==> src/design/sgd_pkg.sv <==
// constants, field layouts and types of the scatter/gather descriptor unit
package sgd_pkg;

  // ****************************************************************
  // channels
  // ****************************************************************
  localparam int NCH        = 8;
  localparam int ABSENT_CH  = 4;
  localparam logic [7:0] CH_EN_MASK = 8'hEF;

  // ****************************************************************
  // register offsets
  // ****************************************************************
  localparam logic [15:0] INT_SRC_OFS = 16'h040A;
  localparam logic [15:0] CMD_BASE    = 16'h0410;
  localparam logic [15:0] STAT_BASE   = 16'h0418;
  localparam logic [15:0] DTP_BASE    = 16'h0420;

  // ****************************************************************
  // reset values
  // ****************************************************************
  localparam logic [7:0]  INT_SRC_RST = 8'h00;
  localparam logic [7:0]  STAT_RST    = 8'h00;
  localparam logic [31:0] DTP_RST     = 32'h0000_0000;

  // ****************************************************************
  // field positions and codes
  // ****************************************************************
  localparam int CMD_SEL_BIT   = 7;
  localparam int CMD_SELEN_BIT = 6;
  localparam int DESC_EOL_BIT  = 31;
  localparam logic [1:0] CMD_START = 2'h1;
  localparam logic [1:0] CMD_STOP  = 2'h2;
  localparam logic [7:0] INT_RSV_MASK = 8'hEF;

  // ****************************************************************
  // descriptor layout and buffering
  // ****************************************************************
  localparam logic [31:0] DESC_STRIDE = 32'h0000_0008;
  localparam int WORD_W     = 32;
  localparam int FIFO_DEPTH = 16;

  typedef struct packed {
    logic [31:0] addr;
    logic [31:0] cnt;
  } sgd_desc_t;

  typedef struct packed {
    logic end_of_list_flag;
    logic rsv6;
    logic irq_sel;
    logic rsv4;
    logic base_full;
    logic cur_full;
    logic rsv1;
    logic active;
  } sgd_status_t;

  typedef enum logic [3:0] {
    F_IDLE = 4'h1,
    F_REQ  = 4'h2,
    F_W0   = 4'h4,
    F_W1   = 4'h8
  } sgd_fetch_t;

endpackage

==> src/design/sgd_engine.sv <==
// scatter/gather descriptor engine for seven dma channels
`timescale 1ns/1ps
module sgd_engine #(
  parameter int NCH        = sgd_pkg::NCH,
  parameter int FIFO_DEPTH = sgd_pkg::FIFO_DEPTH
) (
  // clock and reset
  input  wire logic                    ref_clk,
  input  wire logic                    rst_n,
  input  wire logic                    dma_master_clear,
  // register port
  input  wire logic [15:0]             io_addr,
  input  wire logic                    io_wr,
  input  wire logic                    io_rd,
  input  wire logic [31:0]             io_wdata,
  output logic [31:0]                  io_rdata_q,
  output logic                         io_rvalid_q,
  // dma core
  input  wire logic [NCH-1:0]          dma_request,
  input  wire logic [NCH-1:0]          xfer_begin,
  input  wire logic [NCH-1:0]          term_count,
  output sgd_pkg::sgd_desc_t           cur_desc_q [NCH],
  output logic [NCH-1:0]               mask_set_q,
  output logic [NCH-1:0]               end_of_process_signal_q,
  output logic [NCH-1:0]               sg_term_q,
  output logic                         irq13_q,
  // descriptor memory read
  output logic                         mem_req_q,
  output logic [31:0]                  mem_addr_q,
  input  wire logic                    mem_gnt,
  input  wire logic [31:0]             mem_rdata,
  input  wire logic                    mem_rvalid
);

  // ****************************************************************
  // decode helpers
  // ****************************************************************
  function automatic logic addr_in(input logic [15:0] a, input logic [15:0] b,
                                   input int lsb);
    addr_in = ((a >> lsb) == (b >> lsb));
  endfunction

  function automatic logic [2:0] first_one(input logic [NCH-1:0] v);
    first_one = 3'h0;
    for (int i = NCH-1; i >= 0; i--)
      if (v[i])
        first_one = 3'(i);
  endfunction

  // ****************************************************************
  // state
  // ****************************************************************
  logic [NCH-1:0]     active_q;
  logic [NCH-1:0]     base_full_q;
  logic [NCH-1:0]     cur_full_q;
  logic [NCH-1:0]     eol_q;
  logic [NCH-1:0]     first_q;
  logic [NCH-1:0]     irq_sel_q;
  logic [NCH-1:0]     int_q;
  logic [31:0]        dtp_q [NCH];
  logic [31:0]        next_q [NCH];
  sgd_pkg::sgd_desc_t base_q [NCH];
  sgd_pkg::sgd_fetch_t state_q;
  logic [2:0]         sel_q;
  logic [31:0]        word0_q;

  // ****************************************************************
  // register decode
  // ****************************************************************
  wire              hit_int  = (io_addr == sgd_pkg::INT_SRC_OFS);
  wire              hit_cmd  = addr_in(io_addr, sgd_pkg::CMD_BASE, 3);
  wire              hit_stat = addr_in(io_addr, sgd_pkg::STAT_BASE, 3);
  wire              hit_dtp  = addr_in(io_addr, sgd_pkg::DTP_BASE, 5)
                               && (io_addr[1:0] == 2'h0);
  wire [NCH-1:0]    cmd_vec  = (io_wr && hit_cmd)
                               ? (8'h01 << io_addr[2:0]) & sgd_pkg::CH_EN_MASK : 8'h00;
  wire [NCH-1:0]    wr_dtp   = (io_wr && hit_dtp)
                               ? (8'h01 << io_addr[4:2]) & sgd_pkg::CH_EN_MASK : 8'h00;
  wire [NCH-1:0]    start    = cmd_vec & {NCH{io_wdata[1:0] == sgd_pkg::CMD_START}};
  wire [NCH-1:0]    stop     = cmd_vec & {NCH{io_wdata[1:0] == sgd_pkg::CMD_STOP}};
  wire [NCH-1:0]    sel_wr   = cmd_vec & {NCH{io_wdata[sgd_pkg::CMD_SELEN_BIT]}};
  wire [NCH-1:0]    mclr     = {NCH{dma_master_clear}};
  wire [7:0]        int_src  = int_q & sgd_pkg::INT_RSV_MASK;

  sgd_pkg::sgd_status_t st_rd;
  assign st_rd.end_of_list_flag       = eol_q[io_addr[2:0]];
  assign st_rd.rsv6      = 1'b0;
  assign st_rd.irq_sel   = irq_sel_q[io_addr[2:0]];
  assign st_rd.rsv4      = 1'b0;
  assign st_rd.base_full = base_full_q[io_addr[2:0]];
  assign st_rd.cur_full  = cur_full_q[io_addr[2:0]];
  assign st_rd.rsv1      = 1'b0;
  assign st_rd.active    = active_q[io_addr[2:0]];

  wire [31:0] rdata_d = hit_int  ? {24'h00_0000, int_src} :
                        hit_stat ? {24'h00_0000, st_rd} :
                        hit_dtp  ? dtp_q[io_addr[4:2]] : 32'h0000_0000;

  // ****************************************************************
  // buffer events
  // ****************************************************************
  wire [NCH-1:0] tcc  = term_count & cur_full_q;
  wire [NCH-1:0] xs   = xfer_begin & base_full_q & ~cur_full_q;
  wire [NCH-1:0] last = tcc & ~base_full_q & eol_q;

  // ****************************************************************
  // descriptor fetch
  // ****************************************************************
  logic          fifo_s_ready;
  logic          fifo_m_valid;
  logic [31:0]   fifo_m_data;
  wire           fifo_pop  = fifo_m_valid && ((state_q == sgd_pkg::F_W0)
                                              || (state_q == sgd_pkg::F_W1));
  // dma request wins within a channel; lowest channel wins across
  // request beats prefetch
  wire [NCH-1:0] need      = active_q & ~base_full_q & ~eol_q & ~dma_request;
  wire [2:0]     pick      = first_one(need);
  wire           launch    = (state_q == sgd_pkg::F_IDLE) && (|need)
                             && fifo_s_ready && !fifo_m_valid;
  wire [31:0]    fetch_adr = first_q[pick] ? dtp_q[pick] : next_q[pick];
  wire           fetch_end = (state_q == sgd_pkg::F_W1) && fifo_m_valid;
  wire [NCH-1:0] done      = fetch_end ? (8'h01 << sel_q) & active_q & ~start
                                       & ~stop & ~mclr : 8'h00;
  wire           new_eol   = fifo_m_data[sgd_pkg::DESC_EOL_BIT];

  sgd_fifo #(
    .WIDTH (sgd_pkg::WORD_W),
    .DEPTH (FIFO_DEPTH)
  ) u_fifo (
    .ref_clk (ref_clk),
    .rst_n   (rst_n),
    .s_valid (mem_rvalid),
    .s_ready (fifo_s_ready),
    .s_data  (mem_rdata),
    .m_valid (fifo_m_valid),
    .m_ready (fifo_pop),
    .m_data  (fifo_m_data)
  );

  always_ff @(posedge ref_clk or negedge rst_n)
  begin
    if (!rst_n)
    begin
      state_q    <= sgd_pkg::F_IDLE;
      sel_q      <= 3'h0;
      mem_req_q  <= 1'b0;
      mem_addr_q <= 32'h0000_0000;
      word0_q    <= 32'h0000_0000;
    end
    else
    begin
      case (state_q)
        sgd_pkg::F_IDLE:
          if (launch)
          begin
            sel_q      <= pick;
            mem_addr_q <= fetch_adr;
            mem_req_q  <= 1'b1;
            state_q    <= sgd_pkg::F_REQ;
          end
        sgd_pkg::F_REQ:
          if (mem_gnt)
          begin
            mem_req_q <= 1'b0;
            state_q   <= sgd_pkg::F_W0;
          end
        sgd_pkg::F_W0:
          if (fifo_m_valid)
          begin
            word0_q <= fifo_m_data;
            state_q <= sgd_pkg::F_W1;
          end
        sgd_pkg::F_W1:
          if (fifo_m_valid)
            state_q <= sgd_pkg::F_IDLE;
        default:
          state_q <= sgd_pkg::F_IDLE;
      endcase
    end
  end

  // ****************************************************************
  // per-channel state
  // ****************************************************************
  for (genvar c = 0; c < NCH; c++)
  begin : g_ch
    always_ff @(posedge ref_clk or negedge rst_n)
    begin
      if (!rst_n)
      begin
        active_q[c]    <= 1'b0;
        base_full_q[c] <= 1'b0;
        cur_full_q[c]  <= 1'b0;
        eol_q[c]       <= 1'b0;
        first_q[c]     <= 1'b0;
        sg_term_q[c]   <= 1'b0;
      end
      else if (mclr[c] || start[c])
      begin
        active_q[c]    <= start[c];
        base_full_q[c] <= 1'b0;
        cur_full_q[c]  <= 1'b0;
        eol_q[c]       <= 1'b0;
        first_q[c]     <= start[c];
        sg_term_q[c]   <= 1'b0;
      end
      else
      begin
        if (stop[c] || last[c])
        begin
          active_q[c]  <= 1'b0;
          sg_term_q[c] <= 1'b1;
        end
        if (done[c])
          base_full_q[c] <= 1'b1;
        else if (xs[c])
          base_full_q[c] <= 1'b0;
        if (xs[c])
          cur_full_q[c] <= 1'b1;
        else if (tcc[c] || stop[c])
          cur_full_q[c] <= 1'b0;
        if (done[c])
        begin
          eol_q[c]   <= new_eol;
          first_q[c] <= 1'b0;
        end
      end
    end

    always_ff @(posedge ref_clk or negedge rst_n)
    begin
      if (!rst_n)
      begin
        irq_sel_q[c]               <= 1'b0;
        int_q[c]                   <= 1'b0;
        mask_set_q[c]              <= 1'b0;
        end_of_process_signal_q[c] <= 1'b0;
      end
      else
      begin
        if (mclr[c])
          irq_sel_q[c] <= 1'b0;
        else if (sel_wr[c])
          irq_sel_q[c] <= ~io_wdata[sgd_pkg::CMD_SEL_BIT];
        if (last[c] && irq_sel_q[c])
          int_q[c] <= 1'b1;
        else if (mclr[c] || start[c])
          int_q[c] <= 1'b0;
        mask_set_q[c]              <= stop[c];
        end_of_process_signal_q[c] <= (last[c] || stop[c]) && !irq_sel_q[c];
      end
    end

    always_ff @(posedge ref_clk or negedge rst_n)
    begin
      if (!rst_n)
      begin
        dtp_q[c]      <= sgd_pkg::DTP_RST;
        next_q[c]     <= sgd_pkg::DTP_RST;
        base_q[c]     <= '0;
        cur_desc_q[c] <= '0;
      end
      else
      begin
        if (wr_dtp[c])
          dtp_q[c] <= io_wdata;
        else if (tcc[c] && !eol_q[c])
          dtp_q[c] <= dtp_q[c] + sgd_pkg::DESC_STRIDE;
        if (done[c])
        begin
          base_q[c] <= '{addr: word0_q, cnt: {1'b0, fifo_m_data[30:0]}};
          if (!new_eol)
            next_q[c] <= mem_addr_q + sgd_pkg::DESC_STRIDE;
        end
        if (xs[c])
          cur_desc_q[c] <= base_q[c];
      end
    end

    AST_BASE_LOAD: assert property (@(posedge ref_clk) disable iff (!rst_n)
      done[c] |=> base_full_q[c] ##1 base_full_q[c] || $past(xs[c]) || $past(start[c])
      || $past(mclr[c]))
      else $error("base flag not set after fetch");
    AST_BASE_WAIT: assert property (@(posedge ref_clk) disable iff (!rst_n)
      (tcc[c] && base_full_q[c] && !xs[c] && !mclr[c] && !start[c])
      |=> base_full_q[c] && !cur_full_q[c])
      else $error("base moved before transfer start");
    AST_CUR_MOVE: assert property (@(posedge ref_clk) disable iff (!rst_n)
      (xs[c] && !mclr[c] && !start[c])
      |=> cur_full_q[c] && (cur_desc_q[c] == $past(base_q[c])))
      else $error("current not loaded from base");
    AST_ACT_SET: assert property (@(posedge ref_clk) disable iff (!rst_n)
      (start[c] && !mclr[c]) |=> active_q[c] && !eol_q[c] && !base_full_q[c])
      else $error("start did not set active");
    AST_ACT_CLR: assert property (@(posedge ref_clk) disable iff (!rst_n)
      ((stop[c] || last[c] || mclr[c]) && !start[c]) |=> !active_q[c])
      else $error("active not cleared");
    AST_DTP_STEP: assert property (@(posedge ref_clk) disable iff (!rst_n)
      (tcc[c] && !eol_q[c] && !wr_dtp[c]) |=> dtp_q[c] == $past(dtp_q[c]) + 32'h0000_0008)
      else $error("pointer not stepped by eight");
    AST_DTP_WR: assert property (@(posedge ref_clk) disable iff (!rst_n)
      wr_dtp[c] |=> dtp_q[c] == $past(io_wdata))
      else $error("pointer write lost");
    AST_EOL_KEEP: assert property (@(posedge ref_clk) disable iff (!rst_n)
      (done[c] && new_eol) |=> eol_q[c] && $stable(next_q[c]))
      else $error("end-of-list fetch replaced next value");
    AST_IRQ: assert property (@(posedge ref_clk) disable iff (!rst_n)
      (last[c] && irq_sel_q[c]) |=> int_q[c] ##1 irq13_q)
      else $error("irq13 not raised on last terminal count");
    AST_STOP: assert property (@(posedge ref_clk) disable iff (!rst_n)
      (stop[c] && !mclr[c]) |=> mask_set_q[c] && sg_term_q[c] && !active_q[c])
      else $error("stop did not terminate and mask");
  end

  AST_FIRST_ADDR: assert property (@(posedge ref_clk) disable iff (!rst_n)
    (launch && first_q[pick]) |=> mem_req_q && mem_addr_q == $past(dtp_q[pick]))
    else $error("first fetch not at table pointer");
  AST_PRIO: assert property (@(posedge ref_clk) disable iff (!rst_n)
    launch |-> !dma_request[pick])
    else $error("prefetch issued over dma request");
  AST_SRC_RSV: assert property (@(posedge ref_clk) disable iff (!rst_n)
    (io_rd && hit_int) |=> io_rvalid_q && io_rdata_q[4] == 1'b0)
    else $error("reserved source bit not zero");

  // ****************************************************************
  // read return and interrupt line
  // ****************************************************************
  always_ff @(posedge ref_clk or negedge rst_n)
  begin
    if (!rst_n)
    begin
      io_rdata_q  <= {24'h00_0000, sgd_pkg::INT_SRC_RST};
      io_rvalid_q <= 1'b0;
      irq13_q     <= 1'b0;
    end
    else
    begin
      io_rvalid_q <= io_rd;
      io_rdata_q  <= io_rd ? rdata_d : 32'h0000_0000;
      irq13_q     <= |int_src;
    end
  end

endmodule // sgd_engine

==> src/design/sgd_fifo.sv <==
// word fifo between the memory read return and the descriptor loader
`timescale 1ns/1ps
module sgd_fifo #(
  parameter int WIDTH = 32,
  parameter int DEPTH = 16
) (
  // clock and reset
  input  wire logic             ref_clk,
  input  wire logic             rst_n,
  // fill side
  input  wire logic             s_valid,
  output logic                  s_ready,
  input  wire logic [WIDTH-1:0] s_data,
  // drain side
  output logic                  m_valid,
  input  wire logic             m_ready,
  output logic [WIDTH-1:0]      m_data
);
  localparam int AW = $clog2(DEPTH);

  logic [WIDTH-1:0] mem_q [DEPTH];
  logic [AW-1:0]    wp_q;
  logic [AW-1:0]    rp_q;
  logic [AW:0]      cnt_q;
  wire              push = s_valid && s_ready;
  wire              pop  = m_valid && m_ready;

  assign s_ready = (cnt_q != (AW+1)'(DEPTH));
  assign m_valid = (cnt_q != '0);
  assign m_data  = mem_q[rp_q];

  always_ff @(posedge ref_clk)
  begin
    if (push)
      mem_q[wp_q] <= s_data;
  end

  always_ff @(posedge ref_clk or negedge rst_n)
  begin
    if (!rst_n)
    begin
      wp_q  <= '0;
      rp_q  <= '0;
      cnt_q <= '0;
    end
    else
    begin
      if (push)
        wp_q <= (wp_q == AW'(DEPTH-1)) ? '0 : wp_q + 1'b1;
      if (pop)
        rp_q <= (rp_q == AW'(DEPTH-1)) ? '0 : rp_q + 1'b1;
      cnt_q <= cnt_q + (AW+1)'(push) - (AW+1)'(pop);
    end
  end
endmodule // sgd_fifo

==> config.mk <==
export PLATFORM = sky130hd
export DESIGN_NAME = sgd_engine
export DESIGN_NICKNAME = d
export VERILOG_FILES = /design/src/design/sgd_pkg.sv /design/src/design/sgd_engine.sv /design/src/design/sgd_fifo.sv
export SDC_FILE = /design/constraint.sdc
export NUM_CORES = 2
export LEC_CHECK = 0
export BUFFER_PORTS_ARGS = -buffer_cell sky130_fd_sc_hd__clkbuf_2
export CAP_MARGIN = 10
export CORE_MARGIN = 1.5
export CORE_UTILIZATION = 50
export DETAILED_ROUTE_END_ITERATION = 12
export MAX_ROUTING_LAYER = met4
export PLACE_DENSITY = 0.73
export SETUP_SLACK_MARGIN = 0.15
export SYNTH_ARGS = -nofsm -noshare
export SYNTH_HDL_FRONTEND = slang
export SYNTH_HIERARCHICAL = 1
export SYNTH_SLANG_ARGS = --single-unit
==> constraint.sdc <==
create_clock -name ref_clk -period 6.4 [get_ports ref_clk]
set_input_delay 0 -clock ref_clk [delete_from_list [all_inputs] [get_ports ref_clk]]
set_output_delay 0 -clock ref_clk [all_outputs]
set_load 0.02 [all_outputs]
==> metrics.md <==
| Metric | Value |
|---|---|
| Mapped Cells | 6257 |
| Count of final max-slew check failures | 0 |
| GRT overflow | 0 |
| Initial antenna violation count | 15 |
| Critical path type | in2reg |
| Fill count | 13413 |
| Max Cap Viol | 0 |
| Status | complete, no violations |
| VDD IR max | 268.8 µV |
| Fin nets | 7122 |
| WP data arrival | 4.99 ns |
| Core area | 0.1715 mm² |
| CP required | 7.15 ns |
| Crit path max fanout | 34 |
| Startpoint types | input pin |
| Period utilization | 66.14% |
| Num CTS Buffers | 203 |
| #FFs+latches synth | 2034 |
| Final WL | 248.0 mm |
| First-pass GRT wire length | 366.7 mm |
| Area of the multi-input gates | 0.03106 mm² |
| Wire per inst | 26.15 µm |
| Area of the mapped netlist | 0.08632 mm² |
| Unrepaired setup endpoints after global routing | no |
| Sequential element share of the synthesized area | 61.93% |
| Worst slew pin tran | 1.257 ns |
| Setup crit end kind | flip-flop |
| Power Total | 27.07 mW |
| Post-synth ARST share | 74.83% |
| Relative slew slack | 16.21% |
| Die Area | 0.1751 mm² |
| Clk slew on worst S/H paths | 0.06 ns |
| # clock sinks | 2034 |
| Initial core utilization | 50.32% |
| Tmin final | 4.233 ns |
| H-tree levels | 4 |
| Vias in the first global route | 56183 |
| Top cells by area, synth | dfrtp_1 (44%), edfxtp_1 (18%), mux2_2 (14%), mux4_2 (4.4%), mux2i_1 (2.8%) |
| Row count | 152 |
| Post-synth top area share | 44.09% |
| # port buffers | 637 |
| HPWL after DPL | 159.6 mm |
| Max Root-Sink Buffers | 3 |
| Area delta synth->final | 15.85% |
| Layout Skew | 0.1007 ns |
| Post-DRT Antenna Nets | 0 |
| Total GRT Usage | 29.09% |
| Via density | 5.837 |
| Pin count of the biggest net entering global routing | 178 |
| Clock root cell | clkbuf_16 |
| Fmax | 236.2 MHz |
| Synth area leader | dfrtp_1 |
| Fin. Hold Viols | 0 |
| Sequential cell area | 0.05347 mm² |
| Drt first pass iters | 5 |
| Synth unique cells | 76 |
| Die width | 418.5 µm |
| CTS tree | done |
| Pwr/cell area | 270.7 mW/mm² |
| Share of layout cells above drive strength 1 | 33.11% |
| Syn avg cell area | 13.80 µm² |
| Drt initial violations | 4984 |
| Post-CTS Resized | 0 |
| Boundary Pins | 714 |
| DRC | 0 |
| P_leak | 44.44 nW |
| Die Span Y | 418.5 µm |
| Gp weighted congestion | 0.9353 |
| Clock insertion delay at the later pin of the skew report | 0.90 ns |
| Primary FF master, synth | dfrtp_1 |
| Number of flops mapped to enable cells by yosys | 512 |
| Final setup vio count | 0 |
| Class of the worst hold path | in2reg |
| Synthesis Warnings | 6 |
| Via count | 55379 |
| Final TNS setup | 0 ns |
[area by class of cell]
type,instances,area share (%)
clock buffers,292,5.674
flip-flops and latches,2034,53.47
well taps,2310,2.890
clock inverters,89,1.122
diodes,10,0.02502
multi-input cells,3822,31.06
inverters,36,0.1351
repair buffers,894,5.623
[metrics by stage]
stage	utilization (%)	hold WS, ns	instances	worst slack, ns	area [µm²]
after global placement	53.50	-0.002949	8958	2.249	91780
after global routing	58.29	0.02394	9485	1.878	100000
final	58.30	0.04679	9487	2.167	100000
after CTS	58.28	0.001903	9477	2.164	99980
after detailed placement	53.50	0.001168	8958	2.155	91780
after floorplan	-	-0.2956	6329	1.409	86590
[power breakdown]
| group | internal (mW) | switching [mW] | total [mW] |
|---|---|---|---|
| clock network | 6.73 | 5.24 | 12.0 |
| registers | 13.7 | 0.127 | 13.8 |
| logic | 0.341 | 0.931 | 1.27 |
[logic make-up (layout without fill, tap and decap cells)]
group | count (synthesis) | after routing | synth area share [%]
xor gates and xnor gates | 229 | 229 | 2.323
buffers and inverters | 473 | 1311 | 2.697
DFF | 2034 | 2034 | 61.93
adders and majority gates | 20 | 20 | 0.2986
AOI/OAI and AO/OA | 793 | 793 | 5.114
muxes | 1477 | 1477 | 21.11
and+or+nand+nor | 1230 | 1230 | 6.520
other | 1 | 83 | 0.004344
[cells in the final DEF, fill, tap and decap left out, types with 145 or more instances in the layout]
master,count
a21oi_1,207
clkbuf_16,203
clkbuf_2,634
dfrtp_1,1518
edfxtp_1,512
mux2_2,1063
mux2i_1,242
mux4_2,167
nand2_1,476
nor2_1,339
o21ai_0,346
xor2_1,145
[routing by layer]
layer | global-route usage (%) | vias to the layer above | part of all wire [%]
li1 | - | 24031 | -
met1 | 35.10 | 28713 | 38
met2 | 46.75 | 2042 | 49
met3 | 4.283 | 593 | 5.9
met4 | 17.04 | 0 | 6.7
met5 | - | - | 0
[Yosys cell counts, types with 19 or more instances]
master / number
mux4_2: 167
buf_1: 22
and4_1: 21
o22ai_1: 68
nand4_1: 47
nand2_1: 477
buf_4: 89
buf_2: 57
and3_1: 54
dfrtp_1: 1521
clkbuf_1: 251
nand3_1: 88
nor2_1: 358
a31oi_1: 35
nor2b_1: 22
o21ai_0: 346
xnor2_1: 84
o21ai_1: 34
nor3_1: 58
inv_1: 36
ha_1: 19
mux2i_1: 242
a22oi_1: 35
xor2_1: 145
edfxtp_1: 512
a211oi_1: 31
a21oi_1: 209
mux2_2: 1063
[repair_timing]
| item | in CTS | in global routing |
|---|---|---|
| hold buffers | 138 | 0 |
| buffers inserted | 0 | 0 |
| endpoints found under the hold margin | 1812 | 0 |
| setup endpoints to repair | 0 | 0 |
[critical path: stages]
cell and delay (ns):
dlygate4sd3_1 0.56, clkbuf_2 0.13, nor4_1 0.35, dlygate4sd3_1 0.67, nand4b_1 0.26, nor3_1 0.68
nand2_1 0.17, nand4_1 0.13, buf_4 0.45, or2_2 0.70, buf_4 0.44, mux2_1 0.35
[path summary, 6_finish.rpt]
check | from | to | slack, ns | cells past startpoint
setup reg to reg | u_fifo/cnt_q[2] | next_q[23] | 2.17 | 12
setup / recovery | io_addr[9] | next_q[226] | 2.17 | 12
hold reg to reg | base_q[410] | cur_desc_q[410] | 0.46 | 1
max in group asynchronous | rst_n | u_fifo/wp_q[1] | 4.64 | 5
hold / removal | io_wdata[12] | dtp_q[204] | 0.05 | 4
min in group asynchronous | rst_n | io_rdata_q[28] | 0.48 | 4
[sequential cells by signal, summed over array words and instances, names as in the netlist, 8 cells and up]
register      cells
irq_sel_q         8
dtp_q           224
u_fifo/mem_q    512
mem_addr_q       32
base_q          441
eol_q             8
io_rdata_q       32
word0_q          32
sg_term_q         8
next_q          224
cur_desc_q      441
No activity file was read; power rests on OpenSTA's default activity.
